==> config.mk <==
export PLATFORM = sky130hd
export DESIGN_NAME = led_driver_write_port
export DESIGN_NICKNAME = d
export VERILOG_FILES = /design/src/led_port_pkg.sv /design/src/led_driver_write_port.sv
export SDC_FILE = /design/constraint.sdc
export NUM_CORES = 1
export LEC_CHECK = 0
export ABC_AREA = 1
export BUFFER_PORTS_ARGS = -buffer_cell sky130_fd_sc_hd__clkbuf_2
export CAP_MARGIN = 20
export CORE_UTILIZATION = 56
export DETAILED_ROUTE_END_ITERATION = 10
export PLACE_DENSITY = 0.74
export SLEW_MARGIN = 20
export SYNTH_ARGS = -nofsm -noshare
export SYNTH_HDL_FRONTEND = slang
export SYNTH_SLANG_ARGS = --single-unit
==> constraint.sdc <==
create_clock -name core_clk -period 2.2 [get_ports core_clk]
set_input_delay 0.22 -clock core_clk [delete_from_list [all_inputs] [get_ports core_clk]]
set_output_delay 0.22 -clock core_clk [all_outputs]
set_load 0.02 [all_outputs]
==> src/led_port_pkg.sv <==
// Constants and types shared by the LED display write port
package led_port_pkg;
   // ************************************************************
   // Control word field positions
   // ************************************************************
   localparam int ADDR_LSB   = 0;
   localparam int ADDR_W     = 3;
   localparam int BANK_BIT   = 3;
   localparam int RUN_BIT    = 4;
   localparam int RAW_BIT    = 5;
   localparam int HEX_BIT    = 6;
   localparam int SEQ_BIT    = 7;
   localparam int POINT_BIT  = 7;
   localparam int NIBBLE_W   = 4;
   localparam int DIGITS     = 8;

   // Control word after reset: running, bank A, decoded, code B, no sequence
   localparam logic [7:0] CTRL_RESET = 8'h18;

   // ************************************************************
   // Synchroniser bundle layout
   // ************************************************************
   localparam int PIN_W      = 16;
   localparam int P_FMT_LO   = 0;
   localparam int P_FMT_HI   = 1;
   localparam int P_POINT_N  = 2;
   localparam int P_SEL_LSB  = 3;
   localparam int P_DATA_LSB = 6;
   localparam int P_MODE     = 14;
   localparam int P_WRITE    = 15;

   // ************************************************************
   // Scan timing
   // ************************************************************
   localparam int CLK_PERIOD_NS  = 5;
   localparam int DIGIT_TIME_NS  = 2000;
   localparam int GAP_TIME_NS    = 100;
   localparam int DIGIT_CYCLES   = DIGIT_TIME_NS / CLK_PERIOD_NS;
   localparam int GAP_CYCLES     = (GAP_TIME_NS + CLK_PERIOD_NS - 1) / CLK_PERIOD_NS;
   localparam int SCAN_CNT_W     = 9;
   localparam logic [SCAN_CNT_W-1:0] SCAN_LAST = SCAN_CNT_W'(DIGIT_CYCLES - 1);
   localparam logic [SCAN_CNT_W-1:0] SCAN_GAP  = SCAN_CNT_W'(GAP_CYCLES);

   // Write sequencing states
   typedef enum logic [1:0] {
      ST_IDLE,
      ST_SINGLE,
      ST_SEQ
   } wr_state_t;
endpackage

==> src/led_driver_write_port.sv <==
// Write port, display memory and multiplexed scan of an 8-digit LED driver
`timescale 1ns/10ps
`default_nettype none

module led_driver_write_port #(
   parameter bit NO_CTRL_VARIANT = 1'b0
) (
   input  wire logic       core_clk,
   input  wire logic       arst_n,
   input  wire logic       write_strobe,
   input  wire logic       mode_sel,
   input  wire logic       data_in_0,
   input  wire logic       data_in_1,
   input  wire logic       data_in_2,
   input  wire logic       data_in_3,
   input  wire logic       data_in_4,
   input  wire logic       data_in_5,
   input  wire logic       data_in_6,
   input  wire logic       data_in_7,
   input  wire logic       digit_sel_0,
   input  wire logic       digit_sel_1,
   input  wire logic       digit_sel_2,
   input  wire logic       point_in_n,
   input  wire logic       format_power_sel_high,
   input  wire logic       format_power_sel_low,
   output logic      [7:0] digit_enable,
   output logic      [6:0] segment_out,
   output logic            point_segment_out,
   output logic      [7:0] display_control_word
);

   // ************************************************************
   // State
   // ************************************************************
   typedef struct packed {
      logic [led_port_pkg::PIN_W-1:0]      sync1;
      logic [led_port_pkg::PIN_W-1:0]      sync2;
      logic                                strobe_prev;
      logic [7:0]                          ctrl;
      led_port_pkg::wr_state_t             state;
      logic [led_port_pkg::ADDR_W-1:0]     wr_addr;
      logic [7:0][7:0]                     bank_a;
      logic [7:0][3:0]                     bank_b;
      logic [7:0]                          point;
      logic [7:0]                          raw;
      logic [led_port_pkg::ADDR_W-1:0]     scan_digit;
      logic [led_port_pkg::SCAN_CNT_W-1:0] scan_cnt;
      logic [7:0]                          dig_en;
      logic [6:0]                          seg;
      logic                                seg_point;
   } state_t;

   state_t q_q;
   state_t d_d;

   // Segment order is {g,f,e,d,c,b,a}
   function automatic logic [6:0] font(input logic [3:0] code, input logic hex);
      logic [6:0] s;
      s = 7'h00;
      case (code)
         4'h0: s = 7'h3F;
         4'h1: s = 7'h06;
         4'h2: s = 7'h5B;
         4'h3: s = 7'h4F;
         4'h4: s = 7'h66;
         4'h5: s = 7'h6D;
         4'h6: s = 7'h7D;
         4'h7: s = 7'h07;
         4'h8: s = 7'h7F;
         4'h9: s = 7'h6F;
         4'hA: s = hex ? 7'h77 : 7'h40;
         4'hB: s = hex ? 7'h7C : 7'h79;
         4'hC: s = hex ? 7'h39 : 7'h76;
         4'hD: s = hex ? 7'h5E : 7'h38;
         4'hE: s = hex ? 7'h79 : 7'h73;
         4'hF: s = hex ? 7'h71 : 7'h00;
         default: s = 7'h00;
      endcase
      return s;
   endfunction

   // ************************************************************
   // Next-state logic
   // ************************************************************
   // Working copies of the synchronised pins and display decisions
   logic                            edge_w;
   logic                            mode_w;
   logic [7:0]                      data_w;
   logic [led_port_pkg::ADDR_W-1:0] sel_w;
   logic                            run_w;
   logic                            hex_w;
   logic                            bank_a_w;
   logic                            show_w;
   logic [led_port_pkg::ADDR_W-1:0] tgt_w;
   logic                            do_data_w;
   logic [led_port_pkg::ADDR_W-1:0] cd_w;
   logic [6:0]                      seg_w;
   logic                            pt_w;

   always_comb begin
      d_d = q_q;
      // Every pin passes two stages; only stage two is looked at
      d_d.sync1 = {write_strobe, mode_sel,
                   data_in_7, data_in_6, data_in_5, data_in_4,
                   data_in_3, data_in_2, data_in_1, data_in_0,
                   digit_sel_2, digit_sel_1, digit_sel_0,
                   point_in_n, format_power_sel_high, format_power_sel_low};
      d_d.sync2 = q_q.sync1;
      d_d.strobe_prev = q_q.sync2[led_port_pkg::P_WRITE];

      edge_w = q_q.sync2[led_port_pkg::P_WRITE] & ~q_q.strobe_prev;
      mode_w = q_q.sync2[led_port_pkg::P_MODE];
      data_w = q_q.sync2[led_port_pkg::P_DATA_LSB +: 8];
      // Select zero is the address LSB
      sel_w  = q_q.sync2[led_port_pkg::P_SEL_LSB +: led_port_pkg::ADDR_W];

      do_data_w = 1'b0;
      tgt_w     = q_q.wr_addr;
      if (NO_CTRL_VARIANT) begin
         // Three-level format pin; low shuts down
         run_w    = ~q_q.sync2[led_port_pkg::P_FMT_LO];
         hex_w    = q_q.sync2[led_port_pkg::P_FMT_HI];
         bank_a_w = 1'b1;
         // Every edge writes the selected digit
         do_data_w = edge_w;
         tgt_w     = sel_w;
      end else begin
         run_w    = q_q.ctrl[led_port_pkg::RUN_BIT];
         hex_w    = q_q.ctrl[led_port_pkg::HEX_BIT];
         bank_a_w = q_q.ctrl[led_port_pkg::BANK_BIT];
         if (edge_w && mode_w) begin
            // Select high loads the control word
            d_d.ctrl = data_w;
            d_d.wr_addr = data_w[led_port_pkg::ADDR_LSB +: led_port_pkg::ADDR_W];
            // Sequential bit picks the entry mode
            if (data_w[led_port_pkg::SEQ_BIT]) begin
               d_d.state   = led_port_pkg::ST_SEQ;
               d_d.wr_addr = '0;
            end else begin
               d_d.state = led_port_pkg::ST_SINGLE;
            end
         end else if (edge_w && !mode_w) begin
            case (q_q.state)
               led_port_pkg::ST_SINGLE: begin
                  // One write to the latched digit
                  do_data_w = 1'b1;
                  d_d.state = led_port_pkg::ST_IDLE;
               end
               led_port_pkg::ST_SEQ: begin
                  // Digits zero to seven in order, then stop
                  do_data_w   = 1'b1;
                  d_d.wr_addr = q_q.wr_addr + 3'h1;
                  if (q_q.wr_addr == 3'h7) begin
                     d_d.state = led_port_pkg::ST_IDLE;
                  end
               end
               led_port_pkg::ST_IDLE: begin
                  d_d.state = led_port_pkg::ST_IDLE;
               end
               default: begin
                  d_d.state = led_port_pkg::ST_IDLE;
               end
            endcase
         end
      end

      // Display memory write
      if (do_data_w) begin
         if (NO_CTRL_VARIANT) begin
            d_d.bank_a[tgt_w] = {4'h0, data_w[3:0]};
            d_d.point[tgt_w]  = ~q_q.sync2[led_port_pkg::P_POINT_N];
            d_d.raw[tgt_w]    = 1'b0;
         end else if (q_q.ctrl[led_port_pkg::RAW_BIT]) begin
            // Lines zero to seven kept as bits zero to seven; line seven is the point
            d_d.bank_a[tgt_w] = data_w;
            d_d.raw[tgt_w]    = 1'b1;
         end else begin
            if (bank_a_w) begin
               d_d.bank_a[tgt_w] = {4'h0, data_w[3:0]};
            end else begin
               d_d.bank_b[tgt_w] = data_w[3:0];
            end
            d_d.point[tgt_w] = data_w[led_port_pkg::POINT_BIT];
            d_d.raw[tgt_w]   = 1'b0;
         end
      end

      // Shutdown and update in progress blank the display
      show_w = run_w & (NO_CTRL_VARIANT | (q_q.state != led_port_pkg::ST_SEQ));

      // Scan timer; frozen in shutdown as the oscillator stops
      if (run_w) begin
         if (q_q.scan_cnt == led_port_pkg::SCAN_LAST) begin
            d_d.scan_cnt   = '0;
            d_d.scan_digit = q_q.scan_digit + 3'h1;
         end else begin
            d_d.scan_cnt = q_q.scan_cnt + 9'h001;
         end
      end

      // Font chosen per control word, or per format pin in the control-free build; raw digits bypass it
      cd_w = q_q.scan_digit;
      if (q_q.raw[cd_w]) begin
         seg_w = q_q.bank_a[cd_w][6:0];
         pt_w  = q_q.bank_a[cd_w][7];
      end else begin
         seg_w = font(bank_a_w ? q_q.bank_a[cd_w][3:0] : q_q.bank_b[cd_w], hex_w);
         pt_w  = q_q.point[cd_w];
      end

      // Gap at each digit start keeps enables from overlapping
      if (show_w && (q_q.scan_cnt >= led_port_pkg::SCAN_GAP)) begin
         d_d.dig_en    = 8'h01 << cd_w;
         d_d.seg       = seg_w;
         d_d.seg_point = pt_w;
      end else begin
         d_d.dig_en    = 8'h00;
         d_d.seg       = 7'h00;
         d_d.seg_point = 1'b0;
      end
   end

   // ************************************************************
   // State register
   // ************************************************************
   // Constant reset: memory cleared, display running in code B
   always_ff @(posedge core_clk or negedge arst_n) begin
      if (!arst_n) begin
         q_q       <= '0;
         q_q.ctrl  <= led_port_pkg::CTRL_RESET;
         q_q.state <= led_port_pkg::ST_IDLE;
      end else begin
         q_q <= d_d;
      end
   end

   // Outputs straight from the state flops
   assign digit_enable         = q_q.dig_en;
   assign segment_out          = q_q.seg;
   assign point_segment_out    = q_q.seg_point;
   assign display_control_word = q_q.ctrl;

endmodule // led_driver_write_port

`default_nettype wire

==> results of run 1 <==
[area by class of cell]
type / instances / area (sq um)
Clock inverter: 12 / 160
Fill cell: 1217 / 4950
Tap cell: 184 / 230
Sequential cell: 174 / 4360
Inverter: 142 / 543
Multi-Input combinational cell: 652 / 3070
Clock buffer: 20 / 447
Timing Repair Buffer: 94 / 778
[placed cells by master, fill, tap and decap left out, types with 19 or more instances in the layout]
| cell | Yosys | routed |
|---|---|---|
| a21oi_1 | 46 | 46 |
| nand3_1 | 60 | 60 |
| nand2_1 | 246 | 246 |
| nor2_1 | 88 | 88 |
| o21ai_0 | 125 | 124 |
| clkbuf_16 | 0 | 19 |
| buf_4 | 31 | 38 |
| clkbuf_2 | 0 | 34 |
| inv_1 | 128 | 128 |
| dfrtp_1 | 172 | 171 |
[worst paths after layout]
path / depth (start not counted) / slack [ns] / to / start
setup / recovery: 14 / 0.13 / segment_out[4] / cd_w[0]
hold / removal: 2 / 0.31 / segment_out[2] / arst_n
setup reg to reg: 14 / 0.13 / segment_out[4] / cd_w[0]
hold reg to reg: 0 / 0.35 / data_w[2] / d_d[162]
max in group asynchronous: 3 / 1.21 / display_control_word[4] / arst_n
min in group core_clk: 0 / 0.35 / data_w[2] / d_d[162]
[repair_timing]
item,in CTS,in global routing
endpoints found under the setup margin,0,11
hold buffers,11,0
resized for setup,0,6
buffers inserted,0,5
endpoints found under the hold margin,57,0
[through the flow]
step                      power, mW  cells  setup WS (ns)  hold slack (ns)
after floorplan                5.82   1031          0.388          -0.0756
after global placement         6.40   1228          0.182            0.212
after detailed placement       6.45   1228          0.155            0.212
after CTS                      9.58   1271         0.0758            0.323
after global routing           10.2   1278        0.00421            0.353
final                          9.63   1278          0.134            0.310
[where the power goes]
group / internal [mW] / switching (mW)
Clock: 1.83 / 1.29
Sequential: 3.76 / 0.289
Combinational: 0.899 / 1.57
Total: 6.49 / 3.15
[synthesized netlist by cell type, drive strengths merged]
library cell,instances,area (sq um)
nand3b,1,7.51
dfrtp,172,4300
nand3,64,340
a21oi,46,230
nor4,2,12.5
xor2,3,26.3
nor2b,1,6.26
a22oi,1,7.51
inv,138,523
dfstp,2,52.6
o21ai,134,682
buf,49,359
nor2,95,379
clkbuf,14,52.6
o211ai,1,7.51
nand4,1,6.26
o22ai,17,106
ha,11,138
clkinv,4,15.0
and2,4,25.0
nand2,254,983
nor3,17,101
[critical path, delay by kind of cell, from the launching register on]
kind,cells,cell delay [ns]
buffers and inverters,3,0.35
AND/OR/NAND/NOR,11,1.16
flip-flops,1,0.43
[kinds of logic (layout without fill, tap and decap cells)]
| logic type | count (synthesis) | count (layout) | share of synthesized area (%) |
|---|---|---|---|
| simple gates | 439 | 439 | 22.3 |
| buf+inv | 205 | 268 | 11.4 |
| compound gates | 199 | 199 | 12.4 |
| flops | 174 | 174 | 52.1 |
| fa+ha+maj | 11 | 11 | 1.65 |
| xor+xnor | 3 | 3 | 0.314 |
[metal layers]
metal | global-route usage, % | up-vias
met2 | 40.3 | 209
met3 | 5.95 | 27
met5 | 0 | -
li1 | - | 3348
met1 | 36.4 | 3203
met4 | 7.09 | 0
==> impl_results.md, run 1 <==
- CTS buffer count: 17
- Total number of yosys warnings: 0
- DRT iter0 DRCs: 562
- CP Cell Sequence: buf_12 -> buf_12 -> nand2_1 -> nand3_1 -> nand3_1 -> nand3_1 -> nand2_4 -> inv_2 -> nand2_1 -> nor2_1 -> nor2_1 -> nand3_1 -> nor2_1 -> nor2_1
- Crit path DAT: 2.39 ns
- CTS max path bufs: 2
- CORE AREA: 14,500 sq um
- Worst-Margin Slew: 0.499 ns
- Root buffer cell: clkbuf_16
- Peak VDD IR: 0.000782 V
- Wire length on met2: 9160 um
- Initial antenna violation count: 0
- CP Data Required Time: 2.52 ns
- H-tree depth: 4
- Power per Cell Area: 1010 nW/um^2
- Max Clock Skew: 0.0114 ns
- Critical path class: reg2reg
- Grt ovf: 0
- Largest net degree at the start of global routing: 52
- Placer congestion estimate: 0.865
- Wire length on met1: 8680 um
- DRT Pass-1 Iters: 5
- Crit-path max cell delay: 0.43 ns
- Total Neg Setup Slack: 0 ns
- Yosys cell types: 36
- Port Buf Inserts: 35
- Synthesis-to-layout area growth: 14.6%
- Met3 wire length: 1230 um
- LEAKAGE: 4.62 nW
- Final instance area: 9590 sq um
- Share of layout cells above drive strength 1: 13.5%
- All-layer global routing usage: 25.9%
- Hold Vio Cnt, Final: 0
- Mapped Area: 8370 sq um
- Final setup violating endpoints: 0
- Hpwl dp: 12,600 um
- Syn_area_per_cell: 8.11 sq um
- Setup crit end kind: flip-flop
- WL per Instance: 15.1 um
- Slew headroom: 66.8%
- First-pass GRT wire length: 31,500 um
- Flops & latches, synth: 174
- I/O Pins: 42
- DIE AREA: 15,400 sq um
- Worst skew pair latency: 0.44 ns
- CTS tree: done
- Num Clock Sinks: 174
- Cells after Synth: 1,031
- Max Freq: 0.484 GHz
- Vias: 6,787
- Final worst-path cycle share: 93.9%
- Die W: 124 um
- Hold Path Class: in2async
- Crit start category: flip-flop
- Avg Vias per Cell: 5.31
- Slew Limit Fails: 0
- Placed inst area: 8740 sq um
- Core Util, Final: 66.0%
- Std-Cell Rows: 44
- Max FO, Critical Path: 12
- Top Layer Used: met4
- Clock-pin slew on the worst setup and hold paths: 0.06 ns
- Minimum clock period: 2.07 ns
- Post-synthesis sequential area ratio: 52.1%
- Height of the die: 124 um
- N_diodes: 0
- Max Cap Violations: 0
- Post-synthesis net count: 1,060
- RSZ-0062 raised after global routing: no
- WL final: 19,300 um
- Routed Antenna Nets: 0
- Nets: 1,110
- Critical-path top delay cell: dfrtp_2
- Starting Density: 57.6%
- DR DRC count: 0
- Status: completed
- Vias in the first global route: 6,299
No activity file was read; power rests on OpenSTA's default activity.
==> run 2, diff against run 1 <==
RECOVER_POWER = 50   (was not set)
==> impl_results.md, run 2 (synthesized netlist as in run 1, its figures left out) <==
- Final instance area: 9550 sq um
- Net Switching: 3.15 mW
- WL per Instance: 15.1 um
- Initial antenna violation count: 0
- Power per Cell Area: 1010 nW/um^2
- Crit-path max cell delay: 0.43 ns
- CP Cell Sequence: buf_12 -> buf_12 -> nand2_1 -> nand3_1 -> nand3_1 -> nand3_1 -> nand2_4 -> inv_2 -> nand2_1 -> nor2_1 -> nor2_1 -> nand3_1 -> nor2_1 -> nor2_1
- Max FO, Critical Path: 12
- Setup crit end: segment_out[4]
- Avg Vias per Cell: 5.25
- Cell Int Power: 6.48 mW
- Status: completed
- CORE AREA: 14,500 sq um
- Most frequent cells in the layout: 246 x nand2_1, 171 x dfrtp_1, 128 x inv_1
- All-layer global routing usage: 25.9%
- Slew headroom: 14.3%
- Share of layout cells above drive strength 1: 13.5%
- Sequential share of power: 42.1%
- DRT Pass-1 Iters: 5
- Layout fillers: 1,224
- Height of the die: 124 um
- Sw frac: 32.7%
- DIE AREA: 15,400 sq um
- LEAKAGE: 4.61 nW
- DRT iter0 DRCs: 582
- Critical-path top delay cell: dfrtp_2
- Starting Density: 57.6%
- First-pass GRT wire length: 31,500 um
- RSZ-0062 raised after global routing: no
- Die W: 124 um
- Max Freq: 0.484 GHz
- CTS buffer count: 17
- Reg-to-Reg Start: cd_w[0]
- Peak VDD IR: 0.000787 V
- N_diodes: 0
- Vias in the first global route: 6,299
- Routed Antenna Nets: 0
- Reg2reg path depth: 14
- Max Cap Violations: 0
- I/O Pins: 42
- Clock Power Share: 32.3%
- Port Buf Inserts: 35
- Synthesis-to-layout area growth: 14.2%
- Crit start category: flip-flop
- Minimum clock period: 2.07 ns
- Clock-pin slew on the worst setup and hold paths: 0.07 ns
- Commonest non-fill, non-tap cell in the layout: nand2_1
- Hold Path Class: reg2reg
- Worst skew pair latency: 0.44 ns
- Placed inst area: 8740 sq um
- Setup crit end kind: flip-flop
- Root buffer cell: clkbuf_16
- Hpwl dp: 12,600 um
- Crit path DAT: 2.39 ns
- CTS tree: done
- Largest net degree at the start of global routing: 52
- Grt ovf: 0
- Worst-Margin Slew: 1.29 ns
- DR DRC count: 0
- CTS max path bufs: 2
- Final worst-path cycle share: 94.0%
- R2r endpoint: segment_out[4]
- Nets: 1,110
- Critical path class: reg2reg
- Logic pwr share: 25.6%
- CP Launch Point: cd_w[0]
- H-tree depth: 4
- Num Clock Sinks: 174
- Max Clock Skew: 0.0133 ns
- WL final: 19,300 um
- Reg2reg setup slack: 0.13 ns
- Placer congestion estimate: 0.865
- Hold Vio Cnt, Final: 0
- CP Data Required Time: 2.52 ns
- Total Neg Setup Slack: 0 ns
- Final setup violating endpoints: 0
- Slew Limit Fails: 0
- Vias: 6,715
- Std-Cell Rows: 44
-- run 2: changes by cell type in the layout (fill, tap and decap cells not counted), sizes merged --
cell	change
buf	-4
clkbuf	+4
-- run 2: per-stage QoR --
step	setup WS, ns	utilization (%)	std cells	power (mW)	hold WS, ns
floorplan	0.388	-	1031	5.82	-0.0756
global placement	0.182	60.1	1228	6.40	0.212
detailed placement	0.155	60.1	1228	6.45	0.212
CTS	0.0758	65.0	1271	9.58	0.323
global route	0.00421	65.7	1278	10.2	0.354
finish	0.133	65.7	1278	9.63	0.348
-- run 2: final cells by class --
cell class | instances | area (sq um) | share of cell area, %
clock buffer | 20 | 447 | 4.68
clock inverter | 12 | 160 | 1.68
inverter | 142 | 543 | 5.69
multi-input combinational | 652 | 3070 | 32.1
sequential | 174 | 4360 | 45.6
tap | 184 | 230 | 2.41
timing repair buffer | 94 | 744 | 7.79
-- run 2: routing by layer --
layer  global-route usage [%]  share of wire (%)  vias to the layer above
met5                        0                  0                        -
met4                     7.09                1.4                        0
met3                     5.95                5.9                       29
met2                     40.3                 48                      191
met1                     36.4                 45                     3152
li1                         -                  -                     3343
-- run 2: what timing repair did --
action                                 CTS  global route
endpoints found under the hold margin   57             0
setup buffers                            0             5
setup endpoints to repair                0            11
resized for setup                        0             6
hold buffers                            11             0
-- run 2: worst min path at each step --
| stage | start | end | cells after the start |
|---|---|---|---|
| 3_5_place_dp | arst_n | segment_out[2] | 1 |
| 5_1_grt | d_d[169] | d_d[153] | 0 |
| 6_report | d_d[162] | data_w[2] | 0 |
| 3_3_place_gp | arst_n | segment_out[3] | 1 |
| 2_1_floorplan | arst_n | asynchronous set/reset pin | 0 |
| 4_1_cts | arst_n | asynchronous set/reset pin | 2 |
-- run 2: critical path, delay by kind of cell, from the launching register on --
kind	cells	cell delay, ns
buf+inv	3	0.35
flops	1	0.43
simple gates	11	1.15
-- run 2: power groups by stage --
stage / logic (mW) / clock network [mW] / registers [mW]
after floorplan: 1.79 / 0 / 4.03
after global placement: 2.32 / 0 / 4.08
after detailed placement: 2.35 / 0 / 4.10
after CTS: 2.40 / 3.14 / 4.04
after global routing: 2.79 / 3.27 / 4.11
final: 2.46 / 3.11 / 4.05
==> run 3, diff against run 2 <==
CORE_MARGIN = 5   (was not set)
RECOVER_POWER = not set   (was 50)
==> impl_results.md, run 3 (synthesized netlist as in run 1, its figures left out) <==
- CTS max path bufs: 2
- Reg2reg setup slack: 0.16 ns
- WL per Instance: 15.1 um
- Clock-pin slew on the worst setup and hold paths: 0.07 ns
- Vias: 6,756
- DIE AREA: 17,500 sq um
- Crit path DAT: 2.39 ns
- Setup crit end kind: flip-flop
- Avg Vias per Cell: 5.32
- CTS buffer count: 17
- Starting Density: 57.3%
- Top delay family on crit path: simple AND/OR/NAND/NOR gates
- Synthesis-to-layout area growth: 12.4%
- Register Area: 4360 sq um
- Pre-CTS WS: 0.206 ns
- Crit-path max cell delay: 0.49 ns
- Grt ovf: 0
- H-tree depth: 4
- N_diodes: 0
- Root buffer cell: clkbuf_16
- Largest net degree at the start of global routing: 71
- Final worst-path cycle share: 92.6%
- CORE AREA: 14,600 sq um
- Routed Antenna Nets: 0
- Buf/Inv on CP: 2
- Worst skew pair latency: 0.43 ns
- Crit start category: flip-flop
- Share of layout cells above drive strength 1: 13.1%
- Layout fillers: 1,222
- Slew headroom: 35.8%
- Vias in the first global route: 6,421
- Hold Vio Cnt, Final: 0
- WL final: 19,100 um
- Nets: 1,101
- Hold Path Class: in2async
- Status: completed
- First-pass GRT wire length: 31,500 um
- RSZ-0062 raised after global routing: no
- Hpwl dp: 12,900 um
- Max Freq: 0.491 GHz
- Most frequent cells in the layout: 246 x nand2_1, 171 x dfrtp_1, 127 x inv_1
- Max Cap Violations: 0
- I/O Pins: 42
- DR DRC count: 0
- Std-Cell Rows: 44
- CP Cell Sequence: buf_12 -> nor2_1 -> nor2_1 -> nand2_1 -> nand3_1 -> nand3_1 -> nand2_4 -> buf_4 -> nor2_4 -> o211ai_1 -> nor2b_1 -> a21oi_1
- Placer congestion estimate: 0.873
- Max Clock Skew: 0.00780 ns
- LEAKAGE: 4.54 nW
- Max FO, Critical Path: 24
- Multi-input gate area: 3070 sq um
- Slew Limit Fails: 0
- Final WS setup: 0.164 ns
- Die W: 132 um
- Height of the die: 132 um
- DRT iter0 DRCs: 679
- Num Clock Sinks: 174
- Critical path class: reg2reg
- All-layer global routing usage: 22.2%
- Worst-Margin Slew: 0.959 ns
- Minimum clock period: 2.04 ns
- Power per Cell Area: 992 nW/um^2
- Tot Pwr: 9.33 mW
- Initial antenna violation count: 0
- CTS tree: done
- DRT Pass-1 Iters: 6
- Peak VDD IR: 0.000592 V
- CP Data Required Time: 2.56 ns
- Commonest non-fill, non-tap cell in the layout: nand2_1
- Port Buf Inserts: 35
- Critical-path top delay cell: dfrtp_2
- Final setup violating endpoints: 0
- Total Neg Setup Slack: 0 ns
-- run 3: path summary, 6_finish.rpt --
path	start	endpoint	cells after the start
max	cd_w[0]	segment_out[5]	12
min	arst_n	q_q[54]	2
max reg2reg	cd_w[0]	segment_out[5]	12
min reg2reg	d_d[169]	d_d[153]	0
max in group asynchronous	arst_n	display_control_word[4]	3
min in group core_clk	d_d[169]	d_d[153]	0
-- run 3: cell type report --
| type | count | share of cell area [%] |
|---|---|---|
| Multi-Input combinational cell | 652 | 32.6 |
| Sequential cell | 174 | 46.3 |
| Inverter | 142 | 5.75 |
| Clock inverter | 12 | 1.18 |
| Clock buffer | 20 | 4.86 |
| Tap cell | 184 | 2.45 |
| Timing Repair Buffer | 85 | 6.80 |
-- run 3: repair_timing --
item | 4_1_cts | 5_1_grt
endpoints found under the hold margin | 49 | 0
resized for setup | 0 | 5
setup buffers | 0 | 1
setup endpoints to repair | 0 | 3
hold buffers | 11 | 0
-- run 3: metrics by stage --
stage          cell area (sq um)  instances  util [%]  hold WS, ns
5_1_grt                     9400       1269      64.5        0.308
3_5_place_dp                8680       1224      59.5        0.160
4_1_cts                     9360       1267      64.2        0.271
3_3_place_gp                8680       1224      59.5        0.165
6_report                    9400       1269      64.5        0.264
2_1_floorplan               8370       1031         -      -0.0756
-- run 3: where the power goes --
group | switching [mW] | internal [mW] | total (mW)
Combinational | 1.51 | 0.847 | 2.36
Sequential | 0.302 | 3.76 | 4.07
Clock | 1.28 | 1.63 | 2.91
Total | 3.09 | 6.24 | 9.33
-- run 3: per-layer routing --
| metal | part of all wire, % | GRT usage [%] | vias up |
|---|---|---|---|
| li1 | - | - | 3323 |
| met1 | 45 | 31.4 | 3181 |
| met2 | 47 | 34.4 | 225 |
| met3 | 6.5 | 4.69 | 27 |
| met4 | 1.5 | 7.18 | 0 |
| met5 | 0 | 0 | - |
